`config.mk`:
```
export PLATFORM = sky130hd
export DESIGN_NAME = rtcs_serial_regs
export DESIGN_NICKNAME = d
export VERILOG_FILES = /design/src/rtcs_pkg.sv /design/src/rtcs_serial_regs.sv
export VERILOG_INCLUDE_DIRS = /design/src /design/src/src
export SDC_FILE = /design/constraint.sdc
export NUM_CORES = 1
export LEC_CHECK = 0
export BUFFER_PORTS_ARGS = -buffer_cell sky130_fd_sc_hd__buf_2
export CAP_MARGIN = 10
export CORE_AREA = 2 2 134 136
export CTS_CLUSTER_SIZE = 14
export DETAILED_ROUTE_END_ITERATION = 10
export DIE_AREA = 0 0 136 138
export MAX_ROUTING_LAYER = met4
export PLACE_DENSITY_LB_ADDON = 0.25
export SYNTH_ARGS = -nofsm -noshare
export SYNTH_HDL_FRONTEND = slang
export SYNTH_HIERARCHICAL = 1
export SYNTH_SLANG_ARGS = --single-unit
export TNS_END_PERCENT = 10
```
`constraint.sdc`:
```
create_clock -name clk -period 7.35 [get_ports clk]
set_input_delay 0.3675 -clock clk [delete_from_list [all_inputs] [get_ports clk]]
set_output_delay 0.3675 -clock clk [all_outputs]
set_load 0.005 [all_outputs]
```
`src/rtcs_defines.svh`:
```
`ifndef RTCS_DEFINES_SVH
`define RTCS_DEFINES_SVH

// header layout
`define RTCS_HDR_BITS 4'h8
`define RTCS_PREAMBLE 4'h6
`define RTCS_CMD_RESET 3'h0
`define RTCS_CMD_STATUS 3'h1
`define RTCS_CMD_TIME_YEAR 3'h2
`define RTCS_CMD_TIME_HOUR 3'h3
`define RTCS_CMD_ALARM_FREQ 3'h4

// transfer lengths in bits and bytes
`define RTCS_LEN_TIME_YEAR 7'h38
`define RTCS_LEN_TIME_HOUR 7'h18
`define RTCS_LEN_STATUS 7'h08
`define RTCS_LEN_ALARM_FREQ 7'h10
`define RTCS_BYTES_TIME_YEAR 3'h7
`define RTCS_BYTES_TIME_HOUR 3'h3
`define RTCS_BYTES_STATUS 3'h1
`define RTCS_BASE_YEAR 6'h00
`define RTCS_BASE_HOUR 6'h20

// calendar_time field positions (byte order year..second, lsb first)
`define RTCS_HOUR_LSB 32
`define RTCS_MINUTE_LSB 40

// mode_and_flags bit positions
`define RTCS_ST_POWER 7
`define RTCS_ST_H24 6
`define RTCS_ST_ALARM_EN 5
`define RTCS_ST_MINUTE_SEL 3
`define RTCS_ST_FREQ_SEL 1
`define RTCS_ST_WRITABLE 8'h6a

// reset values
`define RTCS_TIME_DEFAULT 56'h00000000010100
`define RTCS_STATUS_POWERUP 8'h82
`define RTCS_ALARM_POWERUP 16'h8000
`define RTCS_STATUS_CLEAR 8'h00
`define RTCS_ALARM_CLEAR 16'h0000

// per-minute timing
`define RTCS_SEC_LAST 6'h3b
`define RTCS_SEC_HALF 6'h1e

`endif

```
`src/rtcs_pkg.sv`:
```
package rtcs_pkg;

  typedef enum logic [4:0] {
    ST_IDLE = 5'h01,
    ST_HEAD = 5'h02,
    ST_READ = 5'h04,
    ST_WRITE = 5'h08,
    ST_DONE = 5'h10
  } rtcs_state_e;

  typedef struct packed {
    logic [1:0] used;
    logic rdIdx;
    logic [7:0] ent0;
    logic [7:0] ent1;
  } rtcs_buf_s;

  typedef struct packed {
    rtcs_state_e state;
    logic csQ;
    logic sckQ;
    logic [7:0] hdr;
    logic [3:0] hcnt;
    logic [2:0] cmd;
    logic [6:0] dcnt;
    logic [6:0] dlen;
    logic [5:0] base;
    logic [2:0] loadIdx;
    logic [2:0] nLoad;
    logic [7:0] outByte;
    logic [2:0] obit;
    logic sdaOe;
    logic [55:0] timeReg;
    logic [7:0] status;
    logic [7:0] stShift;
    logic [15:0] alarmReg;
    logic [15:0] divCnt;
    logic [5:0] secCnt;
    logic minArmed;
    logic irqHold;
    logic irqOe;
  } rtcs_state_s;

endpackage

```
`src/rtcs_serial_regs.sv`:
```
// Overview of operation
// host sends fixed preamble 0110 first after raising chip select
// header is preamble, three-bit command, then one direction bit
// commands: 000 reset, 001 status, 010 time from year, 011 from hour, 100 alarm
// reset command loads default calendar, direction bit ignored
// unknown command codes do nothing
// host never issues test-mode codes 110 or 111
// bits presented on falling edge, header taken on eighth rising edge
// direction 1: device drives read data on following falling edges
// direction 0: incoming bits stored into selected register
// fewer than eight clocks: keep waiting, do nothing
// clocks beyond the needed count are ignored
// calendar kept as BCD digits in one 56-bit register
// time moves lsb first, starting at low digit of year
// status bits 4, 2, 0 drop writes and read zero
// status bit 7 is sticky read-only supply-drop flag
// reset command or status read clears the supply-drop flag
// status bit 6: 0 twelve-hour, 1 twenty-four-hour
// status bit 5 enables alarm interrupt output
// status bit 3 picks alarm/frequency or per-minute family
// status bit 1 picks steady/frequency versus alarm/edge output
// write-only 16-bit register holds alarm time or frequency taps
// alarm holds BCD hour with afternoon flag and BCD minute
// mismatched afternoon flag means alarm never matches
// each set bit picks a divided clock, all ANDed onto interrupt
// data line released except while shifting out read bits
// reset command clears status to 00h and alarm register to 0000h
// power-up sets status 82h and alarm register 8000h
// alarm only with enable 1 and both selects 0, held low on match
`timescale 1ns/100ps

module rtcs_pair_buf (
  input wire logic clk,
  input wire logic rst_b,
  input wire logic clr,
  input wire logic inValid,
  output logic inReady,
  input wire logic [7:0] inData,
  output logic outValid,
  input wire logic outReady,
  output logic [7:0] outData
);
  rtcs_pkg::rtcs_buf_s r;
  rtcs_pkg::rtcs_buf_s n;
  logic push;
  logic pop;

  always_comb begin
    inReady = (r.used != 2'h2);
    outValid = (r.used != 2'h0);
    outData = r.rdIdx ? r.ent1 : r.ent0;
    push = inValid && inReady;
    pop = outValid && outReady;
    n = r;
    // write slot sits one past the read slot when one entry is held
    if (push) begin
      if (r.rdIdx ^ r.used[0]) begin
        n.ent1 = inData;
      end else begin
        n.ent0 = inData;
      end
    end
    if (pop) begin
      n.rdIdx = ~r.rdIdx;
    end
    // fill count moves by push minus pop
    n.used = r.used + {1'b0, push} - {1'b0, pop};
    if (clr) begin
      n.used = 2'h0;
      n.rdIdx = 1'b0;
    end
  end

  always_ff @(posedge clk or negedge rst_b) begin
    if (!rst_b) begin
      r <= '0;
    end else begin
      r <= n;
    end
  end
endmodule // rtcs_pair_buf

module rtcs_serial_regs (
  input wire logic clk,
  input wire logic rst_b,
  input wire logic chipSelect,
  input wire logic serialClock,
  input wire logic serialDataIn,
  output logic serialDataOut,
  output logic serialDataOe,
  input wire logic oscTick,
  input wire logic supplyLow,
  output logic irqOut,
  output logic irqOe
);
  `include "rtcs_defines.svh"

  rtcs_pkg::rtcs_state_s r;
  rtcs_pkg::rtcs_state_s n;
  logic sckRise;
  logic sckFall;
  logic csRise;
  logic loadValid;
  logic loadReady;
  logic [7:0] loadByte;
  logic popValid;
  logic popReady;
  logic [7:0] popByte;
  logic [55:0] timeShifted;
  logic [5:0] tbit;
  logic alarmMode;
  logic freqMode;
  logic edgeMode;
  logic steadyMode;
  logic alarmMatch;
  logic freqLevel;
  logic minuteCarry;
  logic stWriteDone;

  // two-entry buffer between the byte loader and the bit shifter
  rtcs_pair_buf u_buf (
    .clk(clk),
    .rst_b(rst_b),
    .clr(r.state != rtcs_pkg::ST_READ),
    .inValid(loadValid),
    .inReady(loadReady),
    .inData(loadByte),
    .outValid(popValid),
    .outReady(popReady),
    .outData(popByte)
  );

  assign serialDataOut = 1'b0;
  assign serialDataOe = r.sdaOe;
  assign irqOut = 1'b0;
  assign irqOe = r.irqOe;

  always_comb begin
    n = r;
    n.csQ = chipSelect;
    n.sckQ = serialClock;
    csRise = chipSelect && !r.csQ;
    sckRise = chipSelect && serialClock && !r.sckQ;
    sckFall = chipSelect && !serialClock && r.sckQ;
    stWriteDone = 1'b0;
    tbit = 6'(r.base + r.dcnt[5:0]);

    // read byte loader feeds the two-entry buffer
    timeShifted = r.timeReg >> {r.base + {r.loadIdx, 3'h0}};
    loadValid = (r.state == rtcs_pkg::ST_READ) && (r.loadIdx < r.nLoad);
    loadByte = (r.cmd == `RTCS_CMD_STATUS) ? r.status : timeShifted[7:0];
    if (loadValid && loadReady) begin
      n.loadIdx = r.loadIdx + 3'h1;
      if (r.cmd == `RTCS_CMD_STATUS) begin
        n.status[`RTCS_ST_POWER] = 1'b0;
      end
    end

    // one byte leaves the buffer per eight read bits
    popReady = (r.state == rtcs_pkg::ST_READ) && sckFall && (r.obit == 3'h0)
      && (r.dcnt < r.dlen);

    // frame sequencer: header, then read or write, then wait for deselect
    case (r.state)
      rtcs_pkg::ST_IDLE: begin
        if (csRise || chipSelect) begin
          n.state = rtcs_pkg::ST_HEAD;
          n.hcnt = 4'h0;
        end
      end
      rtcs_pkg::ST_HEAD: begin
        if (sckRise) begin
          n.hdr = {r.hdr[6:0], serialDataIn};
          n.hcnt = r.hcnt + 4'h1;
          if (r.hcnt + 4'h1 == `RTCS_HDR_BITS) begin
            n.cmd = r.hdr[2:0];
            n.dcnt = 7'h0;
            n.loadIdx = 3'h0;
            n.obit = 3'h0;
            n.state = rtcs_pkg::ST_DONE;
            // a bad preamble or unknown code waits for deselect
            if (r.hdr[6:3] == `RTCS_PREAMBLE) begin
              case (r.hdr[2:0])
                `RTCS_CMD_RESET: begin
                  n.timeReg = `RTCS_TIME_DEFAULT;
                  n.status = `RTCS_STATUS_CLEAR;
                  n.alarmReg = `RTCS_ALARM_CLEAR;
                end
                `RTCS_CMD_STATUS: begin
                  n.dlen = `RTCS_LEN_STATUS;
                  n.nLoad = `RTCS_BYTES_STATUS;
                  n.base = `RTCS_BASE_YEAR;
                  n.state = serialDataIn ? rtcs_pkg::ST_READ : rtcs_pkg::ST_WRITE;
                end
                `RTCS_CMD_TIME_YEAR: begin
                  n.dlen = `RTCS_LEN_TIME_YEAR;
                  n.nLoad = `RTCS_BYTES_TIME_YEAR;
                  n.base = `RTCS_BASE_YEAR;
                  n.state = serialDataIn ? rtcs_pkg::ST_READ : rtcs_pkg::ST_WRITE;
                end
                `RTCS_CMD_TIME_HOUR: begin
                  n.dlen = `RTCS_LEN_TIME_HOUR;
                  n.nLoad = `RTCS_BYTES_TIME_HOUR;
                  n.base = `RTCS_BASE_HOUR;
                  n.state = serialDataIn ? rtcs_pkg::ST_READ : rtcs_pkg::ST_WRITE;
                end
                `RTCS_CMD_ALARM_FREQ: begin
                  n.dlen = `RTCS_LEN_ALARM_FREQ;
                  n.base = `RTCS_BASE_YEAR;
                  // write-only: a read header ends the frame
                  n.state = serialDataIn ? rtcs_pkg::ST_DONE : rtcs_pkg::ST_WRITE;
                end
                default: begin
                  n.state = rtcs_pkg::ST_DONE;
                end
              endcase
            end
          end
        end
      end
      rtcs_pkg::ST_WRITE: begin
        if (sckRise) begin
          n.dcnt = r.dcnt + 7'h1;
          case (r.cmd)
            `RTCS_CMD_STATUS: begin
              n.stShift = {serialDataIn, r.stShift[7:1]};
            end
            `RTCS_CMD_ALARM_FREQ: begin
              n.alarmReg[r.dcnt[3:0]] = serialDataIn;
            end
            default: begin
              n.timeReg[tbit] = serialDataIn;
            end
          endcase
          if (r.dcnt + 7'h1 == r.dlen) begin
            n.state = rtcs_pkg::ST_DONE;
            if (r.cmd == `RTCS_CMD_STATUS) begin
              stWriteDone = 1'b1;
              n.status = ({serialDataIn, r.stShift[7:1]} & `RTCS_ST_WRITABLE)
                | (r.status & ~`RTCS_ST_WRITABLE);
            end
          end
        end
      end
      rtcs_pkg::ST_READ: begin
        if (sckFall) begin
          // past the last bit the next fall frees the line
          if (r.dcnt == r.dlen) begin
            n.sdaOe = 1'b0;
            n.state = rtcs_pkg::ST_DONE;
          end else begin
            n.dcnt = r.dcnt + 7'h1;
            n.obit = r.obit + 3'h1;
            if (r.obit == 3'h0) begin
              n.outByte = {1'b0, popByte[7:1]};
              n.sdaOe = !popByte[0];
            end else begin
              n.outByte = {1'b0, r.outByte[7:1]};
              n.sdaOe = !r.outByte[0];
            end
          end
        end
      end
      rtcs_pkg::ST_DONE: begin
        n.sdaOe = 1'b0;
      end
      default: begin
        n.state = rtcs_pkg::ST_IDLE;
      end
    endcase

    // dropping chip select ends any frame and frees the line
    if (!chipSelect) begin
      n.state = rtcs_pkg::ST_IDLE;
      n.sdaOe = 1'b0;
      n.hdr = 8'h00;
    end

    // supply-drop flag: set wins over any clear
    if (supplyLow) begin
      n.status[`RTCS_ST_POWER] = 1'b1;
    end

    // divider and per-minute timebase
    minuteCarry = 1'b0;
    if (oscTick) begin
      n.divCnt = r.divCnt + 16'h1;
      if (r.divCnt == 16'hffff) begin
        n.secCnt = (r.secCnt == `RTCS_SEC_LAST) ? 6'h00 : r.secCnt + 6'h1;
        minuteCarry = (r.secCnt == `RTCS_SEC_LAST);
      end
    end

    // interrupt mode decode
    alarmMode = r.status[`RTCS_ST_ALARM_EN] && !r.status[`RTCS_ST_MINUTE_SEL]
      && !r.status[`RTCS_ST_FREQ_SEL];
    freqMode = !r.status[`RTCS_ST_MINUTE_SEL] && r.status[`RTCS_ST_FREQ_SEL];
    edgeMode = r.status[`RTCS_ST_MINUTE_SEL] && !r.status[`RTCS_ST_FREQ_SEL];
    steadyMode = r.status[`RTCS_ST_MINUTE_SEL] && r.status[`RTCS_ST_FREQ_SEL];
    alarmMatch = (r.timeReg[`RTCS_HOUR_LSB +: 8] == r.alarmReg[7:0])
      && (r.timeReg[`RTCS_MINUTE_LSB +: 8] == r.alarmReg[15:8]);
    freqLevel = (r.alarmReg != 16'h0000) && (&(r.divCnt | ~r.alarmReg));

    // holds: a status write clears them, an event in the same cycle wins
    if (stWriteDone) begin
      n.irqHold = 1'b0;
      n.minArmed = 1'b0;
    end
    if (alarmMode && alarmMatch) begin
      n.irqHold = 1'b1;
    end
    if (edgeMode && minuteCarry) begin
      n.irqHold = 1'b1;
    end
    if (steadyMode && minuteCarry) begin
      n.minArmed = 1'b1;
    end

    // pin level per interrupt family
    if (alarmMode || edgeMode) begin
      n.irqOe = n.irqHold;
    end else if (freqMode) begin
      n.irqOe = freqLevel;
    end else if (steadyMode) begin
      n.irqOe = n.minArmed && (n.secCnt < `RTCS_SEC_HALF);
    end else begin
      n.irqOe = 1'b0;
    end
  end

  always_ff @(posedge clk or negedge rst_b) begin
    if (!rst_b) begin
      r <= '0;
      r.state <= rtcs_pkg::ST_IDLE;
      r.timeReg <= `RTCS_TIME_DEFAULT;
      r.status <= `RTCS_STATUS_POWERUP;
      r.alarmReg <= `RTCS_ALARM_POWERUP;
    end else begin
      r <= n;
    end
  end

  // status bit 6 hour format is stored only, no logic here reads it
endmodule // rtcs_serial_regs

```
# Word level (Yosys, flattened, before mapping)
# Cells that the tools add are included.
[classes] n_shift=1 add_sub_neg=10 n_lt_le_gt_ge=7 bitwise_logic=7 n_reduce_logical=63 muxes=84 eq_ne=44
[ops] cell="64-bit 2-to-1 mux" n=4
[ops] cell="64-bit case mux with 2 select lines" n=1
[ops] cell="88-bit 2-to-1 mux" n=1
[ops] cell="16-bit 2-to-1 mux" n=5
[ops] cell="56-bit bitwise mux" n=1
[ops] cell="56-bit 2-to-1 mux" n=1
[ops] cell="56-bit by 6-bit right shift with 8-bit output" n=1
[ops] cell="13-bit case mux with 4 select lines" n=1
[ops] cell="5-bit 2-to-1 mux" n=10
[ops] cell="7-bit 2-to-1 mux" n=6
[ops] cell="40-bit 2-to-1 mux" n=1
[ops] cell="8-bit 2-to-1 mux" n=5
[ops] cell="16-bit case mux with 2 select lines" n=1
[ops] cell="29-bit 2-to-1 mux" n=1
[ops] cell="5-bit case mux with 5 select lines" n=1
[ops] cell="1-bit logical AND" n=24
[ops] cell="6-bit 2-to-1 mux" n=4
[ops] cell="2-bit inequality test, second input constant" n=12
[ops] cell="1-bit 2-to-1 mux" n=21
[ops] cell="7-bit case mux with 3 select lines" n=1
[ops] cell="3-bit 2-to-1 mux" n=6
[ops] cell="3-bit inequality test, second input constant" n=6
[ops] cell="16-bit by 1-bit adder with 16-bit output, second input constant" n=1
[ops] cell="16-bit bitwise mux" n=1
[ops] cell="63 further kinds" n=100
[totals] reg_bits=190 inputBits=7 out_inout_bits=4

# Longest topological paths before layout
[depth] depth_word=11 depth_mapped=13 depth_no_buf=11

# Modules after synthesis
# The synthesis kept the hierarchy.
[by_module_without_submodules] mod="rtcs_serial_regs" cells_each=949 n_inst=1 area_per_inst_um2=8994.9
[by_module_without_submodules] mod="rtcs_pair_buf" cells_each=123 n_inst=1 area_per_inst_um2=1181.1

# Worst setup path before layout
# Ideal clock, no wire load.
[synth_path] path_type="register -> register" from="register r[128] (netlist name)" to="register u_buf/r[17] (netlist name)" path_stages_with_launch=12 n_path_buf=3 period_less_slack_ns=2.650 slack_ns=4.700 arrival_ns=2.525 path_cell_list="dfrtp_1 -> clkbuf_1 -> nand2b_1 -> a21o_1 -> a211oi_1 -> buf_4 -> clkbuf_1 -> nand2_1 -> ha_1 -> inv_1 -> ha_1 -> nor2b_1"
[synth_rtl] item="to (signal assigned)" line="rtcs_serial_regs.sv:78" source="r <= n;"
[synth_rtl] item="to (decl)" line="rtcs_serial_regs.sv:43" source="rtcs_pkg::rtcs_buf_s r;"

==> reports/metrics.yaml <==
drive_above_1_share_pct: 9.72
period_share_pct: 39.8
fill_cells: 1473
ys_warn_count: 6
clock-sinks: 178
pwr-share-comb_pct: 5.6
clk_pin_slew_ns: 0.07
io_buffers: 8
dieArea_mm2: 0.0188
worstPathMaxFanout: 16
cp.arrival_ns: 3.24
drv_cap: 0
pin_count: 11
core_mm2: 0.0175
place_hpwl_mm: 16.6
post-cts-setup-buffer-count: 0
synthesis.area_mm2: 0.0102
worstMarginPinSlew_ns: 1.32
layout_min_cycle_time_ns: 2.92
drt_first_pass_iters: 6
pwr-share-seq_pct: 49.8
intPower_mw: 1.60
vias: 8294
worstSetupStartpointType: "register"
rsz0062_at_grt: "false"
cts_tree: "yes"
final_nets: 1062
htreeDepth: 4
overflow: 0
leakagePower_nw: 4.64
slew-limit-headroom_pct: 11.7
critPathKind: "register to register"
clk_latency_ns: 0.44
r2r_start: "r[166]$_DFF_PN0_"
clock-root-buffer: "clkbuf_16"
critical_path.startpoint: "r[166]$_DFF_PN0_"
power_density_mw_per_mm2: 194
ant_nets: 0
fin_skew_ns: 0.00920
finalHoldViolCount: 2
routed_wl_mm: 24.8
grt_pass1_wl_mm: 41.1
outcome: "finished with violations"
clockBufferDepth: 2
ir_drop_uv: 167
die_w_um: 136
whs_ns: -0.00810
die_y_um: 138
crit_required_ns: 7.67
min_path_type: "input pin to async pin"
dr.first_iter.drc_count: 799
gp_routability_congestion: 0.933
clockPowerShare_pct: 44.6
tns_ns: 0
power_mw: 2.12
cts_buffers: 17
syn_area_per_cell_um2: 9.50
p_sw_mw: 0.516
syn_to_final_growth_pct: 7.34
failed_checks: "hold timing"
grt_util_all_layers_pct: 28.3
cp-end-kind: "register"
switching_share_pct: 24.4
setup_viol: 0
vias_per_cell: 6.47
grt_max_degree: 100
grt_antenna_before_repair: 3
start_util_pct: 58.0
std_cell_rows: 49
grt_pass1_vias: 7847
clock.fmax_ghz: 0.342
slew_violations: 0
syn_inst: 1071
ctsResizeCount: 0
wire_per_inst_um: 19.4
post-route-drc-count: 0
cts_hold_buffers: 0
==> power groups by stage <==
stage                     clock network [mW]  logic [mW]  registers (mW)
after CTS                              0.959       0.119            1.05
after detailed placement                   0       0.119            1.07
after global routing                   0.999       0.136            1.06
final                                  0.944       0.118            1.05
after floorplan                            0      0.0803            1.06
after global placement                     0       0.117            1.07
==> per-stage QoR <==
step	setup slack, ns	area (µm²)	utilization [%]	hold WS, ns	std cells
2_1_floorplan	4.70	10200	-	0.0719	1072
3_3_place_gp	4.34	10300	58.7	0.461	1246
3_5_place_dp	4.30	10300	58.7	0.466	1246
4_1_cts	4.46	10900	62.2	0.0585	1278
5_1_grt	4.13	10900	62.3	0.0820	1281
6_report	4.43	10900	62.3	-0.00810	1281
==> worst max-delay path: stages (launching register included) <==
cell     delay (ns)
dfrtp_1        0.40
and3b_1        0.65
and3_1         0.45
nand2_1        0.27
nor3_1         0.56
o21ai_0        0.14
a221o_1        0.33
==> cell usage in the layout (no fill, tap or decap), drive strengths merged, types with 24 or more instances in the layout <==
| cell | instances |
|---|---|
| dfrtp | 172 |
| nand2 | 129 |
| o21ai | 96 |
| mux2i | 47 |
| inv | 45 |
| a21oi | 44 |
| nand3 | 38 |
| nor2 | 32 |
| xnor2 | 31 |
| nand4 | 26 |
| o311ai | 25 |
| nor3 | 24 |
==> metal layers <==
metal	global-route usage (%)	up-vias	part of all wire, %
met1	39.8	4091	46
li1	-	3908	-
met4	8.83	0	1.3
met5	-	-	0
met2	41.6	257	47
met3	5.54	38	5.9
==> cell type report <==
type	instances	area, µm²	area share [%]
clock inverters	10	121	1.11
diodes	3	7.51	0.0688
repair buffers	19	129	1.18
clock buffers	22	494	4.53
multi-input cells	777	5260	48.1
inverters	43	161	1.48
flip-flops and latches	178	4460	40.9
well taps	229	287	2.62
==> state kept, by name, indices dropped and copies added, names as in the netlist <==
register,flops
r,157
serialDataOe,1
u_buf/r,19
irqOe,1
==> path summary, 6_finish.rpt <==
check | end | slack (ns) | cells after the start
hold reg to reg | r[125]$_DFFE_PN0P_ | 0.48 | 1
max in group asynchronous | r[30]$_DFFE_PN0P_ | 5.81 | 2
setup reg to reg | irqOe$_DFF_PN0_ | 4.43 | 6
setup / recovery | irqOe$_DFF_PN0_ | 4.43 | 6
min in group clk | r[166]$_DFF_PN0_ | 0.09 | 1
hold / removal | r[162]$_DFFE_PN0P_ | -0.008 | 1
Note: power is estimated with default switching activity, not from simulation.
